==> config.mk <==
export PLATFORM = sky130hd
export DESIGN_NAME = dfpm_ctrl
export DESIGN_NICKNAME = d
export VERILOG_FILES = /design/src/dfpm_pkg.sv /design/src/dfpm_ctrl.sv /design/src/dfpm_prech_cnt.sv
export SDC_FILE = /design/constraint.sdc
export NUM_CORES = 1
export LEC_CHECK = 0
export BUFFER_PORTS_ARGS = -buffer_cell sky130_fd_sc_hd__buf_2
export CORE_UTILIZATION = 48
export CTS_BUF_LIST = sky130_fd_sc_hd__clkbuf_16
export DETAILED_ROUTE_END_ITERATION = 8
export PLACE_DENSITY_LB_ADDON = 0.1
export SYNTH_ARGS = -nofsm -noshare
export SYNTH_HDL_FRONTEND = slang
export SYNTH_SLANG_ARGS = --single-unit
==> constraint.sdc <==
create_clock -name clk_i -period 9.1 [get_ports clk_i]
set_input_delay 0 -clock clk_i [delete_from_list [all_inputs] [get_ports clk_i]]
set_output_delay 0 -clock clk_i [all_outputs]
set_load 0.01 [all_outputs]
==> src/dfpm_pkg.sv <==
// Shared constants, encodings and carrier types of the fast page mode DRAM controller
package dfpm_pkg;

    // ------------------------------------------------------------
    // Widths
    // ------------------------------------------------------------
    localparam int ADDR_W = 32;
    localparam int DATA_W = 32;
    localparam int OPER_W = 128;
    localparam int NUM_BANKS = 2;
    localparam int LANES = 4;
    localparam int ROW_LSB = 9;
    localparam int ROW_W = ADDR_W - ROW_LSB;
    localparam int SEG_W = 5;
    localparam int TIM_W = 4;
    localparam int SHIFT_W = 9;

    // ------------------------------------------------------------
    // Page size codes and column mask of the smallest page
    // ------------------------------------------------------------
    localparam logic [1:0] PS_512 = 2'h0;
    localparam logic [1:0] PS_1K = 2'h1;
    localparam logic [1:0] PS_2K = 2'h2;
    localparam logic [ADDR_W-1:0] COL_MASK_512 = 32'h0000_01FF;

    // ------------------------------------------------------------
    // Operand width and port width codes
    // ------------------------------------------------------------
    localparam logic [1:0] OPW_LONG = 2'h0;
    localparam logic [1:0] OPW_BYTE = 2'h1;
    localparam logic [1:0] OPW_WORD = 2'h2;
    localparam logic [1:0] OPW_LINE = 2'h3;
    localparam logic [1:0] PORT_32 = 2'h0;
    localparam logic [1:0] PORT_8 = 2'h1;
    localparam logic [1:0] PORT_16 = 2'h2;

    // Byte counts as log2
    localparam logic [2:0] LOG_1 = 3'h0;
    localparam logic [2:0] LOG_2 = 3'h1;
    localparam logic [2:0] LOG_4 = 3'h2;
    localparam logic [2:0] LOG_16 = 3'h4;

    // Bits per byte and full operand width as shift amounts
    localparam logic [SHIFT_W-1:0] BYTE_BITS = 9'h008;
    localparam logic [SHIFT_W-1:0] OPER_BITS = 9'h080;
    localparam logic [SHIFT_W-1:0] DATA_BITS = 9'h020;
    localparam logic [SEG_W-1:0] ONE_SEG = 5'h01;

    // ------------------------------------------------------------
    // Sequencer states
    // ------------------------------------------------------------
    typedef enum logic [2:0] {
        ST_IDLE = 3'b000,
        ST_ROW  = 3'b001,
        ST_COL  = 3'b010,
        ST_ACK  = 3'b011,
        ST_HITR = 3'b100,
        ST_HITW = 3'b101
    } dfpm_state_t;

    // ------------------------------------------------------------
    // Carriers
    // ------------------------------------------------------------
    typedef struct packed {
        logic [ADDR_W-1:0] addr;
        logic write;
        logic bank;
        logic [1:0] opw;
        logic [OPER_W-1:0] wdata;
    } dfpm_req_t;

    typedef struct packed {
        logic [TIM_W-1:0] row_prech;
        logic [TIM_W-1:0] col_prech;
    } dfpm_timing_t;

    typedef struct packed {
        logic [ADDR_W-1:0] addr;
        logic [NUM_BANKS-1:0] ras_n;
        logic [LANES-1:0] cas_n;
        logic dram_write_n;
        logic transfer_start_n;
        logic [1:0] operand_width;
        logic [DATA_W-1:0] wdata;
        logic data_oe;
    } dfpm_pins_t;

endpackage

==> src/dfpm_ctrl.sv <==
// Fast page mode DRAM sequencer: page tracking, strobes, bursts, precharge
//
// Functional notes
// [RQ1] Latch row on page-opening transfer; compare later addresses for hit or miss.
// [RQ2] 512-byte pages: hit when address bits 31..9 equal the stored row.
// [RQ3] 1-kilobyte pages: hit when address bits 31..10 equal the stored row.
// [RQ4] 2-kilobyte pages: hit when address bits 31..11 equal the stored row.
// [RQ5] Row strobe stays low over page hits; hits drive column address and CAS.
// [RQ6] Close page on miss, other-bank transfer, lost mastership or pending refresh.
// [RQ7] After closing, block that bank until row precharge time has elapsed.
// [RQ8] Operand wider than port becomes a burst of two to sixteen segments.
// [RQ9] Start strobe once per transfer; acknowledge once per segment.
// [RQ10] Each secondary segment waits for programmed precharge.
// [RQ11] Fastest burst three clocks then two per segment; timing programmable.
// [RQ12] Opening write: start with row address, RAS, then column and data, CAS.
// [RQ13] Between segments only CAS negates; next column and data then CAS.
// [RQ14] Write data drivers release when the write or burst completes.
// [RQ15] Page-hit read waits for column precharge of that bank.
// [RQ16] Page-hit read fastest two clocks per segment.
// [RQ17] Page-hit write asserts CAS one cycle later than a read; data first.
// [RQ18] Page-hit write fastest three clocks, secondary writes two clocks.
// [RQ19] Page-hit read: start with column address, high write line, then CAS.
// [RQ20] Page-hit timing independent of how the page was opened.
// [RQ21] Acknowledge a cycle before completion; read data captured at its end.
// [RQ22] Page miss waits row precharge; fastest four clocks in total.
// [RQ23] Transfer to the other bank starts without precharge delay.
// [RQ24] Grant lost unlocked: bus driven held until transfer ends, then precharge.
// [RQ25] Per-bank row and column precharge counters stall new strobes.
// [RQ26] Column strobe lanes chosen from port width and address.
`timescale 1ns/10ps
module dfpm_ctrl (
    // Clock and reset
    input wire logic clk_i,
    input wire logic reset_i,
    // Core request
    input wire logic req_valid_i,
    input wire dfpm_pkg::dfpm_req_t req_i,
    output logic req_ready_o,
    output logic transfer_ack_o,
    output logic [dfpm_pkg::OPER_W-1:0] rdata_o,
    output logic rdata_valid_o,
    // Configuration
    input wire logic [dfpm_pkg::NUM_BANKS-1:0][1:0] bank_page_size_i,
    input wire logic [dfpm_pkg::NUM_BANKS-1:0][1:0] port_width_i,
    input wire dfpm_pkg::dfpm_timing_t dram_timing_reg_i,
    // System
    input wire logic refresh_pend_i,
    input wire logic bus_lock_i,
    input wire logic bus_grant_in_n_i,
    output logic bus_driven_n_o,
    // DRAM pins
    output dfpm_pkg::dfpm_pins_t pins_o,
    input wire logic [dfpm_pkg::DATA_W-1:0] dram_rdata_i
);

    // ------------------------------------------------------------
    // Helpers
    // ------------------------------------------------------------
    function automatic logic [2:0] oper_log2(input logic [1:0] opw);
        logic [2:0] r;
        r = dfpm_pkg::LOG_4;
        unique case (opw)
            dfpm_pkg::OPW_LONG: r = dfpm_pkg::LOG_4;
            dfpm_pkg::OPW_BYTE: r = dfpm_pkg::LOG_1;
            dfpm_pkg::OPW_WORD: r = dfpm_pkg::LOG_2;
            dfpm_pkg::OPW_LINE: r = dfpm_pkg::LOG_16;
        endcase
        return r;
    endfunction

    function automatic logic [2:0] port_log2(input logic [1:0] pw);
        logic [2:0] r;
        r = dfpm_pkg::LOG_4;
        unique case (pw)
            dfpm_pkg::PORT_32: r = dfpm_pkg::LOG_4;
            dfpm_pkg::PORT_8: r = dfpm_pkg::LOG_1;
            dfpm_pkg::PORT_16: r = dfpm_pkg::LOG_2;
            default: r = dfpm_pkg::LOG_4;
        endcase
        return r;
    endfunction

    // Stored row bits above the page size must match
    function automatic logic row_match(input logic [dfpm_pkg::ADDR_W-1:0] a,
                                       input logic [dfpm_pkg::ROW_W-1:0] row,
                                       input logic [1:0] ps);
        logic [dfpm_pkg::ROW_W-1:0] diff;
        diff = (a[dfpm_pkg::ADDR_W-1:dfpm_pkg::ROW_LSB] ^ row) >> ps; // [RQ2] [RQ3] [RQ4]
        return diff == '0;
    endfunction

    // ------------------------------------------------------------
    // State
    // ------------------------------------------------------------
    dfpm_pkg::dfpm_state_t state_q, state_d;
    dfpm_pkg::dfpm_req_t req_q;
    logic [dfpm_pkg::SEG_W-1:0] seg_left_q;
    logic [dfpm_pkg::OPER_W-1:0] wsh_q;
    logic [dfpm_pkg::OPER_W-1:0] rsh_q;
    logic rdata_valid_q;
    logic [dfpm_pkg::NUM_BANKS-1:0] open_q;
    logic [dfpm_pkg::ROW_W-1:0] row_q [dfpm_pkg::NUM_BANKS];
    logic bus_driven_q;
    logic grant_meta_q, grant_s2_q, grant_s3_q, grant_q;

    // ------------------------------------------------------------
    // Bus grant synchroniser
    // ------------------------------------------------------------
    always_ff @(posedge clk_i) begin
        if (reset_i) begin
            grant_meta_q <= 1'b1;
            grant_s2_q <= 1'b1;
            grant_s3_q <= 1'b1;
            grant_q <= 1'b0;
        end else begin
            grant_meta_q <= bus_grant_in_n_i;
            grant_s2_q <= grant_meta_q;
            grant_s3_q <= grant_s2_q;
            if (grant_s2_q == grant_s3_q) begin
                grant_q <= ~grant_s2_q;
            end
        end
    end

    // ------------------------------------------------------------
    // Request decode
    // ------------------------------------------------------------
    logic rb;
    logic tgt_open, other_open, hit, grant_ok, accept;
    logic [dfpm_pkg::NUM_BANKS-1:0] row_busy, col_busy, close_v, open_v, col_load;
    logic [2:0] req_olog, req_plog;
    logic [dfpm_pkg::SEG_W-1:0] req_nseg;
    logic [dfpm_pkg::SHIFT_W-1:0] req_wshift;

    assign rb = req_i.bank;
    assign tgt_open = open_q[rb];
    assign other_open = open_q[~rb];
    assign hit = tgt_open && row_match(req_i.addr, row_q[rb], bank_page_size_i[rb]); // [RQ1]
    assign grant_ok = grant_q || bus_lock_i;
    assign req_olog = oper_log2(req_i.opw);
    assign req_plog = port_log2(port_width_i[rb]);
    assign req_nseg = (req_olog > req_plog) ? (dfpm_pkg::ONE_SEG << (req_olog - req_plog))
                                            : dfpm_pkg::ONE_SEG; // [RQ8]
    assign req_wshift = dfpm_pkg::OPER_BITS - (dfpm_pkg::BYTE_BITS << req_olog);

    // Hits wait for column precharge, new pages for row precharge
    always_comb begin
        req_ready_o = 1'b0;
        if (state_q == dfpm_pkg::ST_IDLE && grant_ok && !refresh_pend_i && !row_busy[rb]) begin
            req_ready_o = !tgt_open || (hit && !col_busy[rb]); // [RQ7] [RQ15] [RQ22] [RQ25]
        end
    end
    assign accept = req_valid_i && req_ready_o;

    // Page closing and opening per bank
    always_comb begin
        close_v = '0;
        open_v = '0;
        if (state_q == dfpm_pkg::ST_IDLE) begin
            if (!grant_ok || refresh_pend_i) begin
                close_v = open_q; // [RQ6] [RQ24]
            end else if (req_valid_i && tgt_open && !hit) begin
                close_v[rb] = 1'b1; // [RQ6] [RQ22]
            end else if (accept && other_open) begin
                close_v[~rb] = 1'b1; // [RQ6] [RQ23]
            end
            if (accept && !hit) begin
                open_v[rb] = 1'b1;
            end
        end
    end

    always_comb begin
        col_load = '0;
        if (state_q == dfpm_pkg::ST_ACK) begin
            col_load[req_q.bank] = 1'b1;
        end
    end

    // ------------------------------------------------------------
    // Per-bank page and precharge tracking
    // ------------------------------------------------------------
    for (genvar b = 0; b < dfpm_pkg::NUM_BANKS; b++) begin : g_bank
        always_ff @(posedge clk_i) begin
            if (reset_i) begin
                open_q[b] <= 1'b0;
                row_q[b] <= '0;
            end else if (open_v[b]) begin
                open_q[b] <= 1'b1; // [RQ5]
                row_q[b] <= req_i.addr[dfpm_pkg::ADDR_W-1:dfpm_pkg::ROW_LSB]; // [RQ1]
            end else if (close_v[b]) begin
                open_q[b] <= 1'b0;
            end
        end

        dfpm_prech_cnt #(
            .CNT_W(dfpm_pkg::TIM_W)
        ) u_row_cnt (
            .clk_i(clk_i),
            .reset_i(reset_i),
            .load_i(close_v[b]),
            .value_i(dram_timing_reg_i.row_prech),
            .busy_o(row_busy[b])
        ); // [RQ7] [RQ25]

        dfpm_prech_cnt #(
            .CNT_W(dfpm_pkg::TIM_W)
        ) u_col_cnt (
            .clk_i(clk_i),
            .reset_i(reset_i),
            .load_i(col_load[b]),
            .value_i(dram_timing_reg_i.col_prech),
            .busy_o(col_busy[b])
        ); // [RQ10] [RQ25]
    end

    // ------------------------------------------------------------
    // Sequencer
    // ------------------------------------------------------------
    always_comb begin
        state_d = state_q;
        unique case (state_q)
            dfpm_pkg::ST_IDLE: begin
                if (accept) begin
                    if (!hit) begin
                        state_d = dfpm_pkg::ST_ROW; // [RQ12]
                    end else if (req_i.write) begin
                        state_d = dfpm_pkg::ST_HITW; // [RQ17] [RQ18]
                    end else begin
                        state_d = dfpm_pkg::ST_HITR; // [RQ16] [RQ19] [RQ20]
                    end
                end
            end
            dfpm_pkg::ST_ROW: state_d = dfpm_pkg::ST_COL;
            dfpm_pkg::ST_HITW: state_d = dfpm_pkg::ST_COL; // [RQ17]
            dfpm_pkg::ST_HITR: state_d = dfpm_pkg::ST_ACK;
            dfpm_pkg::ST_COL: begin
                if (!col_busy[req_q.bank]) begin
                    state_d = dfpm_pkg::ST_ACK; // [RQ10] [RQ11]
                end
            end
            dfpm_pkg::ST_ACK: begin
                if (seg_left_q > dfpm_pkg::ONE_SEG) begin
                    state_d = dfpm_pkg::ST_COL; // [RQ13]
                end else begin
                    state_d = dfpm_pkg::ST_IDLE;
                end
            end
            default: state_d = dfpm_pkg::ST_IDLE;
        endcase
    end

    always_ff @(posedge clk_i) begin
        if (reset_i) begin
            state_q <= dfpm_pkg::ST_IDLE;
        end else begin
            state_q <= state_d;
        end
    end

    // ------------------------------------------------------------
    // Segment geometry of the running transfer
    // ------------------------------------------------------------
    logic [2:0] cur_olog, cur_plog, cur_wlog;
    logic [1:0] cur_off;
    logic [dfpm_pkg::SHIFT_W-1:0] cur_wbits;
    logic [dfpm_pkg::LANES-1:0] cur_lanes;
    logic [dfpm_pkg::DATA_W-1:0] rd_aligned, rd_piece;

    assign cur_olog = oper_log2(req_q.opw);
    assign cur_plog = port_log2(port_width_i[req_q.bank]);
    assign cur_wlog = (cur_olog < cur_plog) ? cur_olog : cur_plog;
    assign cur_off = req_q.addr[1:0] & 2'(((3'h1 << cur_plog) - 3'h1));
    assign cur_wbits = dfpm_pkg::BYTE_BITS << cur_wlog;
    assign cur_lanes = 4'(((5'h01 << (3'h1 << cur_wlog)) - 5'h01) << cur_off); // [RQ26]
    assign rd_aligned = dram_rdata_i << {cur_off, 3'h0};
    assign rd_piece = rd_aligned >> (dfpm_pkg::DATA_BITS - cur_wbits);

    // ------------------------------------------------------------
    // Request, burst and data registers
    // ------------------------------------------------------------
    always_ff @(posedge clk_i) begin
        if (reset_i) begin
            req_q <= '0;
            seg_left_q <= '0;
            wsh_q <= '0;
        end else if (accept) begin
            req_q <= req_i;
            seg_left_q <= req_nseg; // [RQ8]
            wsh_q <= req_i.wdata << req_wshift;
        end else if (state_q == dfpm_pkg::ST_ACK) begin
            seg_left_q <= seg_left_q - dfpm_pkg::ONE_SEG; // [RQ9]
            wsh_q <= wsh_q << cur_wbits;
            if (seg_left_q > dfpm_pkg::ONE_SEG) begin
                req_q.addr <= req_q.addr + (32'h0000_0001 << cur_plog); // [RQ13]
            end
        end
    end

    // Read data captured at the edge that ends the acknowledge cycle
    always_ff @(posedge clk_i) begin
        if (reset_i) begin
            rsh_q <= '0;
            rdata_valid_q <= 1'b0;
        end else begin
            rdata_valid_q <= 1'b0;
            if (accept) begin
                rsh_q <= '0;
            end else if (state_q == dfpm_pkg::ST_ACK && !req_q.write) begin
                rsh_q <= (rsh_q << cur_wbits) | {96'h0, rd_piece}; // [RQ21]
                rdata_valid_q <= (seg_left_q == dfpm_pkg::ONE_SEG);
            end
        end
    end

    // Bus driven held over a running transfer after grant loss
    always_ff @(posedge clk_i) begin
        if (reset_i) begin
            bus_driven_q <= 1'b0;
        end else begin
            bus_driven_q <= grant_ok || (state_q != dfpm_pkg::ST_IDLE); // [RQ24]
        end
    end

    // ------------------------------------------------------------
    // Pin drive
    // ------------------------------------------------------------
    logic [dfpm_pkg::ADDR_W-1:0] col_mask;
    logic active, start;

    assign col_mask = (dfpm_pkg::COL_MASK_512 << bank_page_size_i[req_q.bank])
                      | dfpm_pkg::COL_MASK_512;
    assign active = (state_q != dfpm_pkg::ST_IDLE);
    assign start = (state_q == dfpm_pkg::ST_ROW) || (state_q == dfpm_pkg::ST_HITR)
                   || (state_q == dfpm_pkg::ST_HITW);

    always_comb begin
        pins_o.ras_n = ~open_q; // [RQ5] [RQ13]
        pins_o.transfer_start_n = ~start; // [RQ9] [RQ12] [RQ19]
        pins_o.dram_write_n = active ? ~req_q.write : 1'b1;
        pins_o.operand_width = req_q.opw;
        if (state_q == dfpm_pkg::ST_ROW) begin
            pins_o.addr = req_q.addr & ~col_mask; // [RQ12]
        end else begin
            pins_o.addr = req_q.addr & col_mask; // [RQ5] [RQ19]
        end
        if (state_q == dfpm_pkg::ST_ACK) begin
            pins_o.cas_n = ~cur_lanes; // [RQ11] [RQ16] [RQ26]
        end else begin
            pins_o.cas_n = '1; // [RQ13]
        end
        pins_o.wdata = wsh_q[dfpm_pkg::OPER_W-1 -: dfpm_pkg::DATA_W] >> {cur_off, 3'h0};
        pins_o.data_oe = req_q.write && ((state_q == dfpm_pkg::ST_COL)
                         || (state_q == dfpm_pkg::ST_ACK)); // [RQ14] [RQ17]
    end

    // ------------------------------------------------------------
    // Core side outputs
    // ------------------------------------------------------------
    assign transfer_ack_o = (state_q == dfpm_pkg::ST_ACK); // [RQ9] [RQ21]
    assign rdata_o = rsh_q;
    assign rdata_valid_o = rdata_valid_q;
    assign bus_driven_n_o = ~bus_driven_q;

endmodule // dfpm_ctrl

==> src/dfpm_prech_cnt.sv <==
// Precharge down-counter: busy while programmed cycles remain
`timescale 1ns/10ps
module dfpm_prech_cnt #(
    parameter int CNT_W = 4
) (
    // Clock and reset
    input wire logic clk_i,
    input wire logic reset_i,
    // Control
    input wire logic load_i,
    input wire logic [CNT_W-1:0] value_i,
    // Status
    output logic busy_o
);

    logic [CNT_W-1:0] cnt_q;

    always_ff @(posedge clk_i) begin
        if (reset_i) begin
            cnt_q <= '0;
        end else if (load_i) begin
            cnt_q <= value_i;
        end else if (cnt_q != '0) begin
            cnt_q <= cnt_q - CNT_W'(1);
        end
    end

    assign busy_o = (cnt_q != '0);

endmodule // dfpm_prech_cnt

=== After elaboration in Yosys (flattened, before gate mapping) ===
Memory sizes are Yosys's and may differ from the RTL's.
Index checks and enable logic that the tools add are counted.

* Bits in registers: 324
* Bits in latches: 0
* Memory bits (writable): 46
* Bits in read-only memories: 0
* Input port bits: 218
* Output and inout port bits: 207
* Word-level logic and storage cells: 219
* Memories: 1

* $add $sub $neg: 11
* $mul: 0
* Divide/modulo/power cells: 0
* Order comparisons: 9
* Eq/ne operators: 19
* Shift-type cells: 16
* Muxes and demuxes: 76
* Bitwise gates (word level): 16
* Reduce and logical (&&, ||, !) cells: 51

{| class="wikitable"
|+ Memory list
! memory !! words !! width !! rd ports !! clocked after memory_dff !! write ports !! line !! text
|-
| row_q || 2 || 23 || 1 || 0 || 2 || dfpm_ctrl.sv:102 || <nowiki>logic [dfpm_pkg::ROW_W-1:0] row_q [dfpm_pkg::NUM_BANKS];</nowiki>
|}

{| class="wikitable"
|+ Operator list
! operator !! number
|-
| 128-bit by 9-bit left shift with 128-bit output || 3
|-
| 128-bit two-way mux || 2
|-
| 32-bit two-way mux || 4
|-
| 128-bit by 32-bit OR with 128-bit output || 1
|-
| 32-bit AND || 2
|-
| 23-bit two-way mux || 2
|-
| 4-bit two-way mux || 9
|-
| 32-bit adder || 1
|-
| 2-bit two-way mux || 16
|-
| 32-bit NOT || 1
|-
| 1-bit by 3-bit left shift with 32-bit output (first input constant) || 1
|-
| 32-bit by 5-bit left shift with 32-bit output || 1
|-
| 9-bit by 2-bit left shift with 32-bit output (first input constant) || 1
|-
| 32-bit by 5-bit right shift with 32-bit output || 1
|-
| 32-bit by 9-bit right shift with 32-bit output || 1
|-
| 1-bit two-way mux || 28
|-
| 3-bit case mux with 4 select lines || 2
|-
| 23-bit logical NOT || 1
|-
| 23-bit by 2-bit right shift with 23-bit output || 1
|-
| 23-bit XOR || 1
|-
| 4-bit by 3-bit left shift with 9-bit output (first input constant) || 2
|-
| 2-bit nonzero test || 8
|-
| 4-bit nonzero test || 4
|-
| 4-bit by 1-bit subtractor with 4-bit output (second input constant) || 4
|-
| 41 further kinds || 101
|}

=== Depth between registers and ports, before layout ===
* Depth after elaboration: 16
* Depth in mapped cells: 20
* Mapped depth without buffers: 15

=== Modules after synthesis ===
From an unflattened synthesis, not the netlist that was laid out.

* Cells, all modules: 3351
* Area total of the unflattened synthesis: 25862.3 sq um

{| class="wikitable"
|+ Modules (own cells, without submodules)
! module !! times used !! cells each !! area an instance (sq um) !! sequential area each (sq um)
|-
| dfpm_ctrl || 1 || 3247 || 24941.4 || 7547.2
|-
| dfpm_prech_cnt || 4 || 26 || 230.2 || 80.1
|}

=== Least setup slack after synthesis ===
OpenSTA, ideal clock, no wires.

* Path kind: reg-to-reg
* From: reg req_q[130] (netlist name)
* To: reg rsh_q, in the netlist rdata_o[7]
* Setup time: 0.068 ns
* Data arrival time: 4.562 ns
* Required time: 9.032 ns
* Slack: 4.469 ns
* Stages on the path, launching flop included: 17
* Path buffers: 6
* Period minus slack after synthesis: 4.631 ns
* Cell sequence: dfxtp_1 -> buf_1 -> mux2i_1 -> inv_1 -> ha_1 -> mux2i_1 -> o21a_1 -> clkbuf_1 -> clkbuf_1 -> buf_1 -> buf_1 -> nor2_1 -> ha_1 -> clkbuf_1 -> nor4_1 -> a222oi_1 -> nor2_1

* Word-level cells in the longest chain between the ends: 10
* Elaborated cells between the ends (all ways): 16
* Classes of those cells: add/sub (2); order compare (1); eq/ne (2); shift (5); mux (4); bitwise (2)

{| class="wikitable"
|+ RTL lines
! item !! line !! text
|-
| start: declaration || dfpm_ctrl.sv:96 || <nowiki>dfpm_pkg::dfpm_req_t req_q;</nowiki>
|-
| start signal: assignment || dfpm_ctrl.sv:288 || <nowiki>req_q <= req_i;</nowiki>
|-
| 2-bit two-way mux (implied by the code) * (2 in series) || dfpm_ctrl.sv:271 || <nowiki>assign cur_plog = port_log2(port_width_i[req_q.bank]);</nowiki>
|-
| 2-bit == test or 2-bit by 1-bit == test with 1-bit output (tied branches) || dfpm_ctrl.sv:74 || <nowiki>unique case (pw)</nowiki>
|-
| 2-bit case mux with 2 select lines * || dfpm_ctrl.sv:74 ||
|-
| 3-bit < comparator or 1-bit by 2-bit left shift with 2-bit output (tied branches) || dfpm_ctrl.sv:272, dfpm_ctrl.sv:273 ||
|-
| 3-bit two-way mux or 2-bit by 1-bit subtractor with 2-bit output (tied branches) || dfpm_ctrl.sv:272, dfpm_ctrl.sv:273 ||
|-
| 4-bit by 3-bit left shift with 9-bit output or 2-bit AND (tied branches) || dfpm_ctrl.sv:274, dfpm_ctrl.sv:273 ||
|-
| 6-bit by 9-bit subtractor with 9-bit output or 32-bit by 5-bit left shift with 32-bit output (tied branches) || dfpm_ctrl.sv:277, dfpm_ctrl.sv:276 ||
|-
| 32-bit by 9-bit right shift with 32-bit output || dfpm_ctrl.sv:277 || <nowiki>assign rd_piece = rd_aligned >> (dfpm_pkg::DATA_BITS - cur_wbits);</nowiki>
|-
| 128-bit by 32-bit OR with 128-bit output * || dfpm_ctrl.sv:310 || <nowiki>rsh_q <= (rsh_q << cur_wbits) | {96'h0, rd_piece};</nowiki>
|-
| end signal: assignment || dfpm_ctrl.sv:310 ||
|-
| end: declaration || dfpm_ctrl.sv:99 || <nowiki>logic [dfpm_pkg::OPER_W-1:0] rsh_q;</nowiki>
|}

Mark *: on every way between the ends. The rest lies on a longest branch, timed or not. The select of a mux whose other input is x is not followed.
A chain may end at the register's enable or synchronous reset.

==> summary.txt <==
Yosys
  • Cell Area, Synth: about 26000 um2
  • Synth Flop Type: dfxtp_1
  • YS warnings: 0
  • Post-synth top area cell: dfxtp_1
  • Yosys top cell area share: 24.8%
  • Synth cell types: 73
  • Syn nets: 3646
  • Seq/Total Area, Yosys: a little under a third
  • Post-synth ARST share: 0%
  • Post-Synthesis Cells: around 3400
  • Post-synth EDFFs: 46
  • Synth top area cells: dfxtp_1 25%, nand2_1 6.6%, nor2_1 6.5%, mux2i_1 5.8%, mux4_2 5.3%
  • Synth Area per Inst: 7.69 um2
  • Yosys reg bits: 370

Timing
  • Worst-Margin Slew: about 1.3 ns
  • Final Hold Vio Count: 0
  • Final setup margin: between 3 and 4 ns
  • Relative slew slack: about a tenth
  • Final critical-path required period: 6.06 ns
  • RSZ-0062 raised after global routing: no
  • Final hold slack: roughly 0.010 ns
  • TNS Setup: 0 ns
  • Clk_skew: 0.0311 ns
  • Slew Limit Fails: 0
  • Period utilization: between 60% and 70%
  • Final setup fails: 0
  • Max Freq: between 150 and 200 MHz

Place
  • PortBufs: around 420
  • Post-Place Worst Slack: approximately 3.4 ns
  • Dpl hpwl: 79.6 mm
  • RePlAce Congestion: 1.00

Pwr
  • Internal power: 3430 uW
  • Leak Pwr: approximately 0.012 uW
  • Reg power frac: 34.6%
  • Sw power: ~2100 uW
  • Worst vdd rail ir drop: ~0.17 mV
  • Pwr Density: 179 nW/um2
  • Combinational power share: 32.9%
  • Switching share of power: a little under two fifths
  • Clock Power Share: between 30% and 40%

Global route
  • Vias in the first global route: between 20000 and 30000
  • GRT Overall Usage: about two fifths
  • Largest net degree at the start of global routing: approximately 200
  • Total gr overflow: 0
  • Initial antenna violation count: 0
  • First-pass GRT wire length: approximately 170 mm

Clock tree
  • Sink Count: 370
  • CTS tree: done
  • Worst-path clk slew: approximately 0.06 ns
  • Resized Gates After CTS: 0
  • Root Buffer: clkbuf_16
  • Worst skew pair latency: approximately 0.61 ns
  • CTS Buffer Depth: 3
  • Htree depth: 2
  • CTS buffer count: 45
  • Setup repair bufs after CTS: 0

Floorplan
  • Io pins: roughly 430
  • Die H: between 200 and 250 um
  • Die area: 55400 um2
  • Die width: ~240 um
  • Initial Utilization: around half
  • FP Rows: 85
  • Core region area: roughly 54000 um2

Setup path
  • CP peak stage delay: around 0.64 ns
  • Slowest stage cell on the critical path: ha_1
  • Crit path launch: req_q[130]
  • Most frequent CP cell: ha_1
  • Critical Path, Cell by Cell: mux2i_1 > inv_1 > ha_1 > mux2i_1 > o21ai_4 > buf_12 > nor2_1 > buf_4 > inv_2 > ha_1 > ha_1 > inv_1 > ha_1 > xnor2_1 > nor2_1 > a211oi_1 > o21ai_0 > buf_2
  • Reg2reg start: req_q[130]
  • Critical path arrival: slightly above 6 ns
  • CP Class: reg -> out
  • Reg2Reg Setup Slack: 3.34 ns
  • FF-to-FF path depth: 16
  • CP Capture Type: primary output
  • Critical path startpoint category: flip-flop
  • FF-to-FF End: rdata_o[12]
  • CP required: between 9 and 10 ns
  • Crit Path Max Fanout: around 200

Drt
  • WL final: 115 mm
  • Iter 0 DRT Violations: between 3000 and 4000
  • WL/cell: 26.0 um
  • TritonRoute pass-1 iters: 9
  • Antenna viol nets, final: 0
  • Via count: around 30000
  • DRC Markers: 0
  • Post-DR vias/cell: approximately 6.7

Layout
  • Final net count: slightly below 4000
  • Antenna cells: 0
  • Fill cells: 5027
  • Ratio of cells with drive above 1 in the final layout: 18.8%
  • Most frequent cells in the layout: 456 x nand2_1, 448 x nor2_1, 423 x buf_2
  • Commonest non-fill, non-tap cell in the layout: nand2_1
  • Area delta synth->final: 17.7%

Outcome
  • Status: completed

Worst hold path
  • Hold Crit Class: in -> reg
  • Worst Hold Endpoint: wsh_q[69]
  • Hold path depth: 5
  • Hold Startpoint: req_i[69]

Flow run
  • Max_cap viols: 0
==> worst max-delay path by stage <==
stage / endpoint / slack [ns] / depth (start not counted)
2_1_floorplan: rdata_o[7] / 4.47 / 16
3_3_place_gp: rdata_o[7] / 3.57 / 14
3_5_place_dp: rdata_o[7] / 3.38 / 14
4_1_cts: pins_o[39] / 3.07 / 18
5_1_grt: pins_o[40] / 2.68 / 17
6_report: pins_o[39] / 3.04 / 18
==> area by class of cell <==
| type | count | area [um2] | area share [%] |
|---|---|---|---|
| clock buffer | 45 | 1130 | 3.66 |
| multi-input combinational | 2657 | 17000 | 55.2 |
| inverter | 46 | 173 | 0.562 |
| clock inverter | 35 | 285 | 0.928 |
| tap | 696 | 871 | 2.83 |
| timing repair buffer | 564 | 3450 | 11.2 |
| sequential | 370 | 7870 | 25.6 |
==> kinds of logic after synthesis <==
| family | synth area share, % |
|---|---|
| muxes | 13.3 |
| AOI/OAI and AO/OA | 25.0 |
| adders and majority gates | 1.59 |
| DFF | 30.1 |
| buffers and inverters | 5.59 |
| xor gates and xnor gates | 2.05 |
| and+or+nand+nor | 22.4 |
==> timing repair <==
item / in CTS / in global routing
hold endpoints to repair: 143 / 0
endpoints found under the setup margin: 0 / 0
hold buffers: 101 / 0
==> power groups by stage <==
stage,logic (uW),registers (uW),clock network (uW)
after global routing,1930,1910,1870
after global placement,1680,1920,0
final,1810,1900,1780
after detailed placement,1710,1930,0
after CTS,1760,1890,1800
after floorplan,1210,1880,0
==> flip-flops by register name, summed over array words and instances, names as in the netlist, 2 cells and up <==
name,count
row_q,46
pins_o,2
req_q,34
open_q,2
g_bank.u_row_cnt.cnt_q,8
rdata_o,128
g_bank.u_col_cnt.cnt_q,8
state_q,3
seg_left_q,5
wsh_q,128
==> critical path, delay by kind of cell (launching register included) <==
kind / cells / cell delay, ns
compound gates: 3 / 0.71
flops: 1 / 0.60
buf+inv: 6 / 1.58
mux: 2 / 0.63
fa+ha+maj: 4 / 1.39
simple gates: 2 / 0.18
xor+xnor: 1 / 0.13
==> per-stage QoR <==
stage                     cells  util (%)  total power, uW  cell area [um2]
after floorplan            3396         -             3090            26100
after global placement     4232      52.6             3600            28300
after detailed placement   4232      52.6             3640            28300
after CTS                  4413      57.1             5450            30700
after global routing       4413      57.1             5720            30800
final                      4413      57.1             5490            30800
==> cells in the mapped netlist, types with 20 or more instances <==
cell type  number
a211oi_1       75
a31oi_1        56
a222oi_1       33
o22ai_1        61
edfxtp_1       46
xnor2_1        43
clkbuf_1      211
nor3_1        119
a22o_1         20
and2_1         85
ha_1           30
nand3_1       131
buf_2          40
mux2i_1       151
inv_1          44
a311oi_1       36
nor2_1        451
o221ai_1       49
a22oi_1        77
mux2_2         50
o211ai_1       32
a221oi_1       21
buf_1          67
and3_1         24
mux4_2         62
a21oi_1       250
o21ai_0       119
dfxtp_1       324
nand2_1       458
==> metal layers <==
metal / share of wire (%) / up-vias / GRT usage (%)
li1: - / 13100 / -
met1: 40 / 14300 / 54.2
met3: 11 / 350 / 7.27
met4: 6.4 / 0 / 23.1
met2: 43 / 1990 / 58.4
met5: 0 / - / 0
(Power assumes the default switching activity.)
